### config.mk
export PLATFORM = sky130hd
export DESIGN_NAME = gps_nav_serial_link
export DESIGN_NICKNAME = d
export VERILOG_FILES = /design/src/nav_link_pkg.sv /design/src/gps_nav_serial_link.sv /design/src/serial_rx_frame.sv
export SDC_FILE = /design/constraint.sdc
export NUM_CORES = 1
export LEC_CHECK = 0
export ABC_CLOCK_PERIOD_IN_PS = 2450
export BUFFER_PORTS_ARGS = -buffer_cell sky130_fd_sc_hd__buf_2
export CAP_MARGIN = 15
export CORE_MARGIN = 8
export CORE_UTILIZATION = 50
export CTS_CLUSTER_DIAMETER = 50
export DETAILED_ROUTE_END_ITERATION = 8
export MAX_ROUTING_LAYER = met4
export PLACE_DENSITY = 0.7
export RECOVER_POWER = 25
export SETUP_SLACK_MARGIN = 0.3
export SKIP_LAST_GASP = 1
export SLEW_MARGIN = 20
export SYNTH_ARGS = -nofsm -noshare
export SYNTH_HDL_FRONTEND = slang
export SYNTH_SLANG_ARGS = --single-unit
### constraint.sdc
create_clock -name sys_clk_in -period 2.45 [get_ports sys_clk_in]
set_clock_uncertainty 0.15 [all_clocks]
set_input_delay 0.49 -clock sys_clk_in [delete_from_list [all_inputs] [get_ports sys_clk_in]]
set_output_delay 0.49 -clock sys_clk_in [all_outputs]
set_load 0.02 [all_outputs]
### src/nav_link_pkg.sv
// shared constants and types for the navigation serial link
package nav_link_pkg;
  localparam int unsigned CLK_HZ        = 100_000_000;
  localparam int unsigned BAUD_MARINE   = 4_800;
  localparam int unsigned BAUD_AVIATION = 9_600;
  localparam int unsigned BAUD_BINARY   = 1_200;
  localparam int unsigned BAUD_FUEL_TX  = 9_600;
  localparam int unsigned DIV_MARINE    = CLK_HZ / BAUD_MARINE;
  localparam int unsigned DIV_AVIATION  = CLK_HZ / BAUD_AVIATION;
  localparam int unsigned DIV_BINARY    = CLK_HZ / BAUD_BINARY;
  localparam int unsigned DIV_FUEL_TX   = CLK_HZ / BAUD_FUEL_TX;
  localparam int unsigned DIV_W         = 17;
  localparam int unsigned DATA_BITS     = 8;
  // silence time in ms before the link counts as absent
  localparam int unsigned SILENCE_MS    = 2_000;
  localparam int unsigned SILENCE_CYC   = SILENCE_MS * (CLK_HZ / 1000);
  // bad-character tally that forces detection to restart
  localparam int unsigned BAD_LIMIT     = 16;
  // characters of a format that confirm detection
  localparam int unsigned HIT_LIMIT     = 4;
  localparam logic [7:0] CH_CR     = 8'h0d;
  localparam logic [7:0] CH_LF     = 8'h0a;
  localparam logic [7:0] CH_DOLLAR = 8'h24;
  localparam logic [3:0] FMT_OFF   = 4'h0;
  localparam logic [3:0] FMT_UNUSED = 4'h5;
  localparam logic [3:0] FMT_MAX   = 4'h8;

  typedef enum logic [3:0] {
    NAV_NONE     = 4'b0001,
    NAV_MARINE   = 4'b0010,
    NAV_AVIATION = 4'b0100,
    NAV_BINARY   = 4'b1000
  } nav_fmt_e;

  typedef enum logic [3:0] {
    LINK_SILENT    = 4'b0001,
    LINK_DETECTING = 4'b0010,
    LINK_LOCKED    = 4'b0100,
    LINK_RESTART   = 4'b1000
  } link_state_e;

  typedef struct packed {
    logic no_comm_msg;
    logic no_signal_msg;
    logic no_waypoint_msg;
    logic show_required_fuel;
    logic show_reserve;
    logic show_mileage;
  } nav_display_s;

  typedef struct packed {
    logic flow_zero;
    logic flow_tag_flash;
    logic time_dashes;
  } flow_display_s;
endpackage

### src/gps_nav_serial_link.sv
// navigation input, format detection, fuel output and diagnostic indications
`timescale 1ns/100ps
// Summary of operation
// - incoming characters are one start bit, eight data bits, no parity.
// - input runs at 4800 for marine, 9600 for aviation and 1200 for binary format.
// - format and rate are found automatically, independent of the fuel output code.
// - aviation sentences open with an identifier letter and end in CR LF or CR alone.
// - fuel data leaves as one start, eight data, no parity at a fixed 9600 baud.
// - the fuel output code selects the format, with 0 silent and 5 unused.
// - marine or binary input suppresses fuel output whatever the code.
// - with no characters at all the three navigation parameters leave the scan.
// - while detection runs the no-communication message shows and the parameters go.
// - a no-signal report shows its message and drops all three parameters.
// - a no-waypoint report drops required fuel and reserve but keeps mileage.
// - flow shows zeros when low, flashes the flow tag when lost, dashes when absent.
module gps_nav_serial_link #(
  parameter int unsigned CLK_HZ      = nav_link_pkg::CLK_HZ,
  parameter int unsigned SILENCE_CYC = nav_link_pkg::SILENCE_CYC,
  parameter int unsigned FLASH_CYC   = 25_000_000
) (
  input  wire logic                        sys_clk_in,
  input  wire logic                        reset_in,
  input  wire logic                        nav_rx_in,
  input  wire logic [3:0]                  fuel_output_format_code_in,
  input  wire logic                        nav_no_signal_in,
  input  wire logic                        nav_no_waypoint_in,
  input  wire logic                        flow_low_in,
  input  wire logic                        flow_lost_in,
  input  wire logic                        flow_absent_in,
  input  wire logic [7:0]                  fuel_tx_data_in,
  input  wire logic                        fuel_tx_valid_in,
  output logic                             fuel_tx_ready_out,
  output logic                             fuel_tx_out,
  output logic [7:0]                       nav_data_out,
  output logic                             nav_valid_out,
  output nav_link_pkg::nav_fmt_e           nav_format_out,
  output nav_link_pkg::link_state_e        link_state_out,
  output nav_link_pkg::nav_display_s       nav_display_out,
  output nav_link_pkg::flow_display_s      flow_display_out
);
  localparam int unsigned DW = nav_link_pkg::DIV_W;
  // bit divisors follow the system clock rate
  localparam int unsigned DIV_MARINE   = CLK_HZ / nav_link_pkg::BAUD_MARINE;
  localparam int unsigned DIV_AVIATION = CLK_HZ / nav_link_pkg::BAUD_AVIATION;
  localparam int unsigned DIV_BINARY   = CLK_HZ / nav_link_pkg::BAUD_BINARY;
  localparam int unsigned DIV_FUEL_TX  = CLK_HZ / nav_link_pkg::BAUD_FUEL_TX;

  logic rx_s1_r;
  logic rx_s2_r;
  always_ff @(posedge sys_clk_in)
  begin
    if (reset_in)
    begin
      rx_s1_r <= 1'b1;
      rx_s2_r <= 1'b1;
    end
    else
    begin
      rx_s1_r <= nav_rx_in;
      rx_s2_r <= rx_s1_r;
    end
  end

  // rate hunt cycles through the three candidate rates
  logic [1:0] hunt_r;
  nav_link_pkg::nav_fmt_e    fmt_r;
  nav_link_pkg::link_state_e state_r;
  logic [DW-1:0] rx_div;
  // rate tied to the format under trial
  assign rx_div = (hunt_r == 2'd0) ? DW'(DIV_MARINE) :
                  (hunt_r == 2'd1) ? DW'(DIV_AVIATION) :
                                     DW'(DIV_BINARY);

  logic [7:0] rx_data;
  logic       rx_valid;
  logic       rx_err;
  serial_rx_frame #(.DIV_W(DW)) u_rx (
    .sys_clk_in    (sys_clk_in),
    .reset_in      (reset_in),
    .line_in       (rx_s2_r),
    .bit_div_in    (rx_div),
    .data_out      (rx_data),
    .valid_out     (rx_valid),
    .frame_err_out (rx_err)
  );

  // character classes used for detection
  wire is_dollar  = (rx_data == nav_link_pkg::CH_DOLLAR);
  wire is_cr      = (rx_data == nav_link_pkg::CH_CR);
  wire is_lf      = (rx_data == nav_link_pkg::CH_LF);
  wire is_print   = (rx_data >= 8'h20) && (rx_data < 8'h7f);
  wire is_ascii   = is_print || is_cr || is_lf;
  // identifier letters A B C D E I L
  wire is_av_id   = (rx_data >= 8'h41 && rx_data <= 8'h45) ||
                    (rx_data == 8'h49) || (rx_data == 8'h4c);
  logic after_cr_r;
  // CR alone or CR LF both terminate; an identifier letter after either starts a sentence
  wire good_char  = (hunt_r == 2'd0) ? (is_ascii && (!after_cr_r || is_dollar || is_lf)) :
                    (hunt_r == 2'd1) ? (is_ascii && (!after_cr_r || is_av_id || is_lf)) :
                                       1'b1;
  wire hit_char   = (hunt_r == 2'd0) ? is_dollar :
                    (hunt_r == 2'd1) ? (after_cr_r && is_av_id) :
                                       rx_valid;
  wire bad_char   = rx_err || (rx_valid && !good_char);

  logic [4:0]  bad_r;
  logic [2:0]  hit_r;
  logic [31:0] quiet_r;
  wire silent     = (quiet_r >= SILENCE_CYC);
  wire bad_limit  = (bad_r == 5'(nav_link_pkg::BAD_LIMIT - 1)) && bad_char;
  wire locked_now = (hit_r == 3'(nav_link_pkg::HIT_LIMIT - 1)) && rx_valid && hit_char;
  nav_link_pkg::nav_fmt_e hunt_fmt;
  assign hunt_fmt = (hunt_r == 2'd0) ? nav_link_pkg::NAV_MARINE :
                    (hunt_r == 2'd1) ? nav_link_pkg::NAV_AVIATION :
                                       nav_link_pkg::NAV_BINARY;

  // detection runs from received traffic only
  always_ff @(posedge sys_clk_in)
  begin
    if (reset_in)
    begin
      state_r    <= nav_link_pkg::LINK_SILENT;
      fmt_r      <= nav_link_pkg::NAV_NONE;
      hunt_r     <= 2'd0;
      bad_r      <= 5'h00;
      hit_r      <= 3'h0;
      quiet_r    <= 32'h0000_0000;
      after_cr_r <= 1'b0;
    end
    else
    begin
      quiet_r <= (rx_valid || rx_err) ? 32'h0000_0000 :
                 (silent ? quiet_r : quiet_r + 32'h1);
      if (rx_valid)
        after_cr_r <= is_cr || (after_cr_r && is_lf);
      if (bad_char)
        bad_r <= bad_r + 5'h01;
      else if (rx_valid && hit_char)
        bad_r <= 5'h00;
      unique case (state_r)
        nav_link_pkg::LINK_SILENT:
          if (rx_valid || rx_err)
            state_r <= nav_link_pkg::LINK_DETECTING;
        nav_link_pkg::LINK_DETECTING:
          if (silent)
            state_r <= nav_link_pkg::LINK_SILENT;
          else if (bad_limit)
          begin
            hunt_r <= (hunt_r == 2'd2) ? 2'd0 : hunt_r + 2'd1;
            bad_r  <= 5'h00;
            hit_r  <= 3'h0;
          end
          else if (locked_now)
          begin
            state_r <= nav_link_pkg::LINK_LOCKED;
            fmt_r   <= hunt_fmt;
          end
          else if (rx_valid && hit_char)
            hit_r <= hit_r + 3'h1;
        nav_link_pkg::LINK_LOCKED:
          if (silent || bad_limit)
            state_r <= nav_link_pkg::LINK_RESTART;
        nav_link_pkg::LINK_RESTART:
        begin
          state_r <= silent ? nav_link_pkg::LINK_SILENT : nav_link_pkg::LINK_DETECTING;
          fmt_r   <= nav_link_pkg::NAV_NONE;
          bad_r   <= 5'h00;
          hit_r   <= 3'h0;
        end
        default:
          state_r <= nav_link_pkg::LINK_SILENT;
      endcase
    end
  end

  // fuel output gating
  wire code_valid = (fuel_output_format_code_in != nav_link_pkg::FMT_OFF) &&
                    (fuel_output_format_code_in != nav_link_pkg::FMT_UNUSED) &&
                    (fuel_output_format_code_in <= nav_link_pkg::FMT_MAX);
  // marine or binary input suppresses output
  wire fmt_block  = (fmt_r == nav_link_pkg::NAV_MARINE) || (fmt_r == nav_link_pkg::NAV_BINARY);
  // code 0 and 5 send nothing
  wire tx_enable  = code_valid && !fmt_block;

  // fixed rate transmitter, 10 bit frame
  logic [9:0]    tx_shift_r;
  logic [3:0]    tx_bits_r;
  logic [DW-1:0] tx_cnt_r;
  logic          tx_line_r;
  wire tx_idle = (tx_bits_r == 4'h0);
  assign fuel_tx_ready_out = tx_idle && tx_enable;
  always_ff @(posedge sys_clk_in)
  begin
    if (reset_in)
    begin
      tx_shift_r <= 10'h3ff;
      tx_bits_r  <= 4'h0;
      tx_cnt_r   <= '0;
      tx_line_r  <= 1'b1;
    end
    else if (tx_idle)
    begin
      tx_line_r <= 1'b1;
      if (fuel_tx_valid_in && tx_enable)
      begin
        tx_shift_r <= {1'b1, fuel_tx_data_in, 1'b0};
        // one count more keeps the stop bit a full period before the next byte
        tx_bits_r  <= 4'd11;
        tx_cnt_r   <= '0;
      end
    end
    else if (tx_cnt_r == '0)
    begin
      tx_line_r  <= tx_shift_r[0];
      tx_shift_r <= {1'b1, tx_shift_r[9:1]};
      tx_bits_r  <= tx_bits_r - 4'h1;
      tx_cnt_r   <= DW'(DIV_FUEL_TX - 1);
    end
    else
      tx_cnt_r <= tx_cnt_r - 1'b1;
  end
  assign fuel_tx_out = tx_line_r;

  // diagnostic indications
  logic [31:0] flash_cnt_r;
  logic        flash_r;
  nav_link_pkg::nav_display_s  nav_disp_r;
  nav_link_pkg::flow_display_s flow_disp_r;
  wire locked = (state_r == nav_link_pkg::LINK_LOCKED);
  wire detect = (state_r == nav_link_pkg::LINK_DETECTING) ||
                (state_r == nav_link_pkg::LINK_RESTART);
  wire no_sig = locked && nav_no_signal_in;
  wire no_waypoint_message = locked && !nav_no_signal_in && nav_no_waypoint_in;
  nav_link_pkg::nav_display_s  nav_disp_nxt;
  nav_link_pkg::flow_display_s flow_disp_nxt;
  // silence drops all three with no message
  assign nav_disp_nxt = '{no_comm_msg:        detect,
                          no_signal_msg:      no_sig,
                          no_waypoint_msg:    no_waypoint_message,
                          show_required_fuel: locked && !no_sig && !no_waypoint_message,
                          show_reserve:       locked && !no_sig && !no_waypoint_message,
                          show_mileage:       locked && !no_sig};
  assign flow_disp_nxt = '{flow_zero:      flow_low_in || flow_lost_in,
                           flow_tag_flash: flow_lost_in && flash_r,
                           time_dashes:    flow_absent_in};
  always_ff @(posedge sys_clk_in)
  begin
    if (reset_in)
    begin
      flash_cnt_r <= 32'h0000_0000;
      flash_r     <= 1'b0;
      nav_disp_r  <= '0;
      flow_disp_r <= '0;
    end
    else
    begin
      flash_cnt_r <= (flash_cnt_r >= FLASH_CYC - 1) ? 32'h0000_0000 : flash_cnt_r + 32'h1;
      if (flash_cnt_r >= FLASH_CYC - 1)
        flash_r <= !flash_r;
      nav_disp_r  <= nav_disp_nxt;
      flow_disp_r <= flow_disp_nxt;
    end
  end

  assign nav_display_out  = nav_disp_r;
  assign flow_display_out = flow_disp_r;
  assign nav_data_out     = rx_data;
  assign nav_valid_out    = rx_valid && locked;
  assign nav_format_out   = fmt_r;
  assign link_state_out   = state_r;
endmodule

### src/serial_rx_frame.sv
// one-start eight-data no-parity character receiver with selectable divisor
`timescale 1ns/100ps
module serial_rx_frame #(
  parameter int unsigned DIV_W = 17
) (
  input  wire logic             sys_clk_in,
  input  wire logic             reset_in,
  input  wire logic             line_in,
  input  wire logic [DIV_W-1:0] bit_div_in,
  output logic      [7:0]       data_out,
  output logic                  valid_out,
  output logic                  frame_err_out
);
  typedef enum logic [3:0] {
    RX_IDLE  = 4'b0001,
    RX_START = 4'b0010,
    RX_DATA  = 4'b0100,
    RX_STOP  = 4'b1000
  } rx_state_e;

  rx_state_e        state_r;
  logic [DIV_W-1:0] cnt_r;
  logic [2:0]       bit_r;
  logic [7:0]       shift_r;
  logic             valid_r;
  logic             err_r;

  wire [DIV_W-1:0] half_div = bit_div_in >> 1;
  wire             cnt_done = (cnt_r == '0);

  always_ff @(posedge sys_clk_in)
  begin
    if (reset_in)
    begin
      state_r <= RX_IDLE;
      cnt_r   <= '0;
      bit_r   <= 3'h0;
      shift_r <= 8'h00;
      valid_r <= 1'b0;
      err_r   <= 1'b0;
    end
    else
    begin
      valid_r <= 1'b0;
      err_r   <= 1'b0;
      if (!cnt_done)
        cnt_r <= cnt_r - 1'b1;
      unique case (state_r)
        RX_IDLE:
          if (!line_in)
          begin
            state_r <= RX_START;
            cnt_r   <= half_div;
          end
        RX_START:
          if (cnt_done)
          begin
            state_r <= line_in ? RX_IDLE : RX_DATA;
            cnt_r   <= bit_div_in;
            bit_r   <= 3'h0;
          end
        RX_DATA:
          if (cnt_done)
          begin
            shift_r <= {line_in, shift_r[7:1]};
            cnt_r   <= bit_div_in;
            bit_r   <= bit_r + 3'h1;
            if (bit_r == 3'h7)
              state_r <= RX_STOP;
          end
        // stop bit low discards the character
        RX_STOP:
          if (cnt_done)
          begin
            state_r <= RX_IDLE;
            valid_r <= line_in;
            err_r   <= !line_in;
          end
      endcase
    end
  end

  assign data_out      = shift_r;
  assign valid_out     = valid_r;
  assign frame_err_out = err_r;
endmodule

==> results.sh <==
export IMPL_wire_per_inst_um=15.7
export IMPL_drtPass1Iterations=5
export IMPL_clk_latency_ns=0.42
export IMPL_start_util_pct=51.1
export IMPL_crit_required_ns=2.65
export IMPL_rsz0062_at_grt="true"
export IMPL_reg2reg_to="hit_r[0]"
export IMPL_tightest_slew_ns=0.937
export IMPL_cts_root_buf="clkbuf_16"
export IMPL_placementRows=44
export IMPL_clk_pin_slew_ns=0.06
export IMPL_crit_path_max_fanout=6
export IMPL_p_clk_share_pct=28.2
export IMPL_io_buffers=48
export IMPL_avgSynthCellArea_um2=8.37
export IMPL_outcome="complete, no violations"
export IMPL_seq_area_frac_synth_pct=43.1
export IMPL_numCtsBuffers=17
export IMPL_dpl_worst_slack_ns=0.0452
export IMPL_dp_hpwl_um=11500
export IMPL_p_leak_uw=0.00383
export IMPL_synthArstFlopShare_pct=0
export IMPL_grt_pass1_wl_um=29500
export IMPL_grt_max_degree=35
export IMPL_rr_worst_depth=7
export IMPL_nFillCells=1079
export IMPL_remaining_drc_errors=0
export IMPL_n_antenna_cell=0
export IMPL_place_area_mm2=0.00823
export IMPL_timing_max_cap_violations=0
export IMPL_drv_slew=0
export IMPL_design_area_mm2=0.0101
export IMPL_clock_path_buffers=2
export IMPL_gr_total_overflow=0
export IMPL_synth_area_top_cells="dfxtp_1 (43%), nor2_1 (6.7%), nand2_1 (4.0%)"
export IMPL_cts_tree="built"
export IMPL_areaGrowthSynthToFinish_pct=37.2
export IMPL_powerDensity_mw_per_mm2=938
export IMPL_max_freq_ghz=0.424
export IMPL_dieArea_mm2=0.0189
export IMPL_via_per_inst=5.61
export IMPL_startpoint_type="flip-flop"
export IMPL_synth_cell_types=68
export IMPL_io_pins=49
export IMPL_dieWidth_um=138
export IMPL_track_usage_pct=19.7
export IMPL_setup_viol=0
export IMPL_power_internal_uw=6350
export IMPL_netlist_area_mm2=0.00739
export IMPL_layout_drive_gt1_share_pct=31.4
export IMPL_power_switching_uw=3160
export IMPL_peakVddDrop_mv=0.804
export IMPL_synthCells=883
export IMPL_drt_iter0_markers=445
export IMPL_critPathKind="flip-flop to flip-flop"
export IMPL_power_share_switching_pct=33.2
export IMPL_post_route_min_period_ns=2.36
export IMPL_crit_path_end_kind="flip-flop"
export IMPL_ys_seq_elements=159
export IMPL_relSlewSlack_pct=37.6
export IMPL_regToRegStartpoint="u_rx.data_out[7]"
export IMPL_num_vias=6861
export IMPL_htreeDepth=4
export IMPL_hold_violations=0
export IMPL_pwr_share_seq_pct=33.2
export IMPL_ys_flop_type="dfxtp_1"
export IMPL_hp_class="input pin to flip-flop"
export IMPL_gp_congestion=0.859
export IMPL_reg2reg_setup_slack_ns=0.09
export IMPL_fin_ws_ns=0.0911
export IMPL_antenna_found_initial=0
export IMPL_hold_depth=2
export IMPL_yosysTopAreaCellShare_pct=43.1
export IMPL_final_antenna_net_count=0
export IMPL_worstSetupEndpoint="hit_r[0]"
export IMPL_core_area_mm2=0.0145
export IMPL_cts_hold_fix_buffers=0
export IMPL_wirelength_um=19200
export IMPL_setup_worst_path_start="u_rx.data_out[7]"
export IMPL_p_comb_share_pct=38.5
export IMPL_fin_crit_sh_pct=96.3
export IMPL_grt_pass1_vias=6277
export IMPL_synth_area_leader_cell="dfxtp_1"
export IMPL_layout_nets=1060
export IMPL_clock_sinks=159
export IMPL_die_y_um=138
export IMPL_synth_edf_count=0
export IMPL_synth_warnings=0
export IMPL_arrival_ns=2.56
worst max-delay path, stage by stage (launching register included):
cell and delay [ns]:
dfxtp_4 0.36, or4_4 0.55, o21bai_1 0.14, o221a_2 0.21
a22oi_2 0.09, a21o_1 0.22, or4_4 0.44, mux2i_1 0.13
placed cells by master (no fill, tap or decap), types with 26 or more instances in the layout:
master / netlist / layout
dfxtp_1: 159 / 131
nor2_1: 131 / 100
buf_4: 1 / 75
nand2_1: 78 / 71
a21oi_1: 54 / 45
nor3_1: 39 / 32
xnor2_1: 32 / 31
nand3_1: 31 / 28
clkbuf_1: 26 / 28
nor2_4: 1 / 26
xor2_1: 27 / 26
per-layer routing:
layer / wire length (um) / global-route usage (%) / part of all wire [%] / up-vias
met1: 8360 / 23.2 / 44 / 3307
met5: 0 / - / 0 / -
met2: 9780 / 32.3 / 51 / 126
met4: 415 / 6.52 / 2.2 / 0
li1: - / - / - / 3391
met3: 651 / 4.74 / 3.4 / 37
cell families after synthesis:
group | Yosys count | share of synthesized area, %
compound gates | 147 | 12.7
xor+xnor | 59 | 6.99
fa+ha+maj | 12 | 2.03
buf+inv | 63 | 3.28
flops | 159 | 43.1
mux | 16 | 2.17
other cells | 1 | 0.0507
simple gates | 426 | 29.7
synthesized netlist by cell type, types with 3 or more instances:
cell and number:
dfxtp_1 159, nor2_1 131, nand2_1 78, a21oi_1 54
nor3_1 39, xnor2_1 32, nand3_1 31, o21ai_0 29
inv_1 27, xor2_1 27, clkbuf_1 26, and2_1 18
or3_1 18, mux2i_1 16, a211oi_1 15, and3_1 15
nor4_1 15, ha_1 12, nand4_1 10, nand2b_1 9
nor2b_1 8, and4_1 7, buf_1 7, nor4b_1 7
or4_1 7, a311oi_1 6, nor3b_1 6, nand3b_1 5
a31oi_1 4, o21a_1 4, o21ai_1 4, o22ai_1 4
or2_2 4, a22oi_1 3, o31ai_1 3, or4b_2 3
how the worst min path moves through the flow:
stage | startpoint | to | slack (ns)
floorplan | rx_s1_r | rx_s2_r | 0.24
global placement | rx_s1_r | rx_s2_r | 0.24
detailed placement | rx_s1_r | rx_s2_r | 0.25
CTS | nav_no_waypoint_in | nav_display_out[1] | 0.07
global route | nav_no_waypoint_in | nav_display_out[1] | 0.08
finish | nav_no_waypoint_in | nav_display_out[1] | 0.09
final cells by class:
type,instances,area (um^2),area share [%]
multi-input combinational,668,4770,47.1
sequential,159,3240,31.9
timing repair buffer,154,1200,11.9
clock buffer,21,460,4.54
tap,184,230,2.27
clock inverter,11,138,1.36
inverter,27,101,0.999
sequential cells by signal (all words and copies together) (netlist names), 2 cells and up:
signal,count
bad_r,5
flash_cnt_r,32
flow_display_out,3
hit_r,3
hunt_r,2
link_state_out,4
nav_display_out,5
nav_format_out,4
quiet_r,32
tx_bits_r,4
tx_cnt_r,17
tx_shift_r,9
u_rx.bit_r,3
u_rx.cnt_r,17
u_rx.data_out,8
u_rx.state_r,4
power by group through the flow:
stage	clock network [uW]	logic (uW)	registers, uW
6_report	2690	3660	3160
5_1_grt	2840	4000	3190
4_1_cts	2730	3020	3120
3_5_place_dp	0	2660	3150
3_3_place_gp	0	2630	3140
2_1_floorplan	0	1970	3110
metrics by stage:
stage / utilization, % / total power [uW] / hold WS, ns / cells / TNS [ns]
2_1_floorplan: - / 5080 / 0.239 / 889 / 0
3_3_place_gp: 56.8 / 5780 / 0.243 / 1129 / 0
3_5_place_dp: 56.8 / 5810 / 0.249 / 1129 / 0
4_1_cts: 64.6 / 8880 / 0.0726 / 1187 / 0
5_1_grt: 70.0 / 10000 / 0.0757 / 1224 / -0.0396
6_report: 70.0 / 9510 / 0.0949 / 1224 / 0
timing repair:
action                     4_1_cts  5_1_grt
resized for setup               72      135
pin swaps                       45       57
cloned                           3        4
setup endpoints to repair       98      118
buffers inserted                23       33
Power figures use the tool's default switching activity.
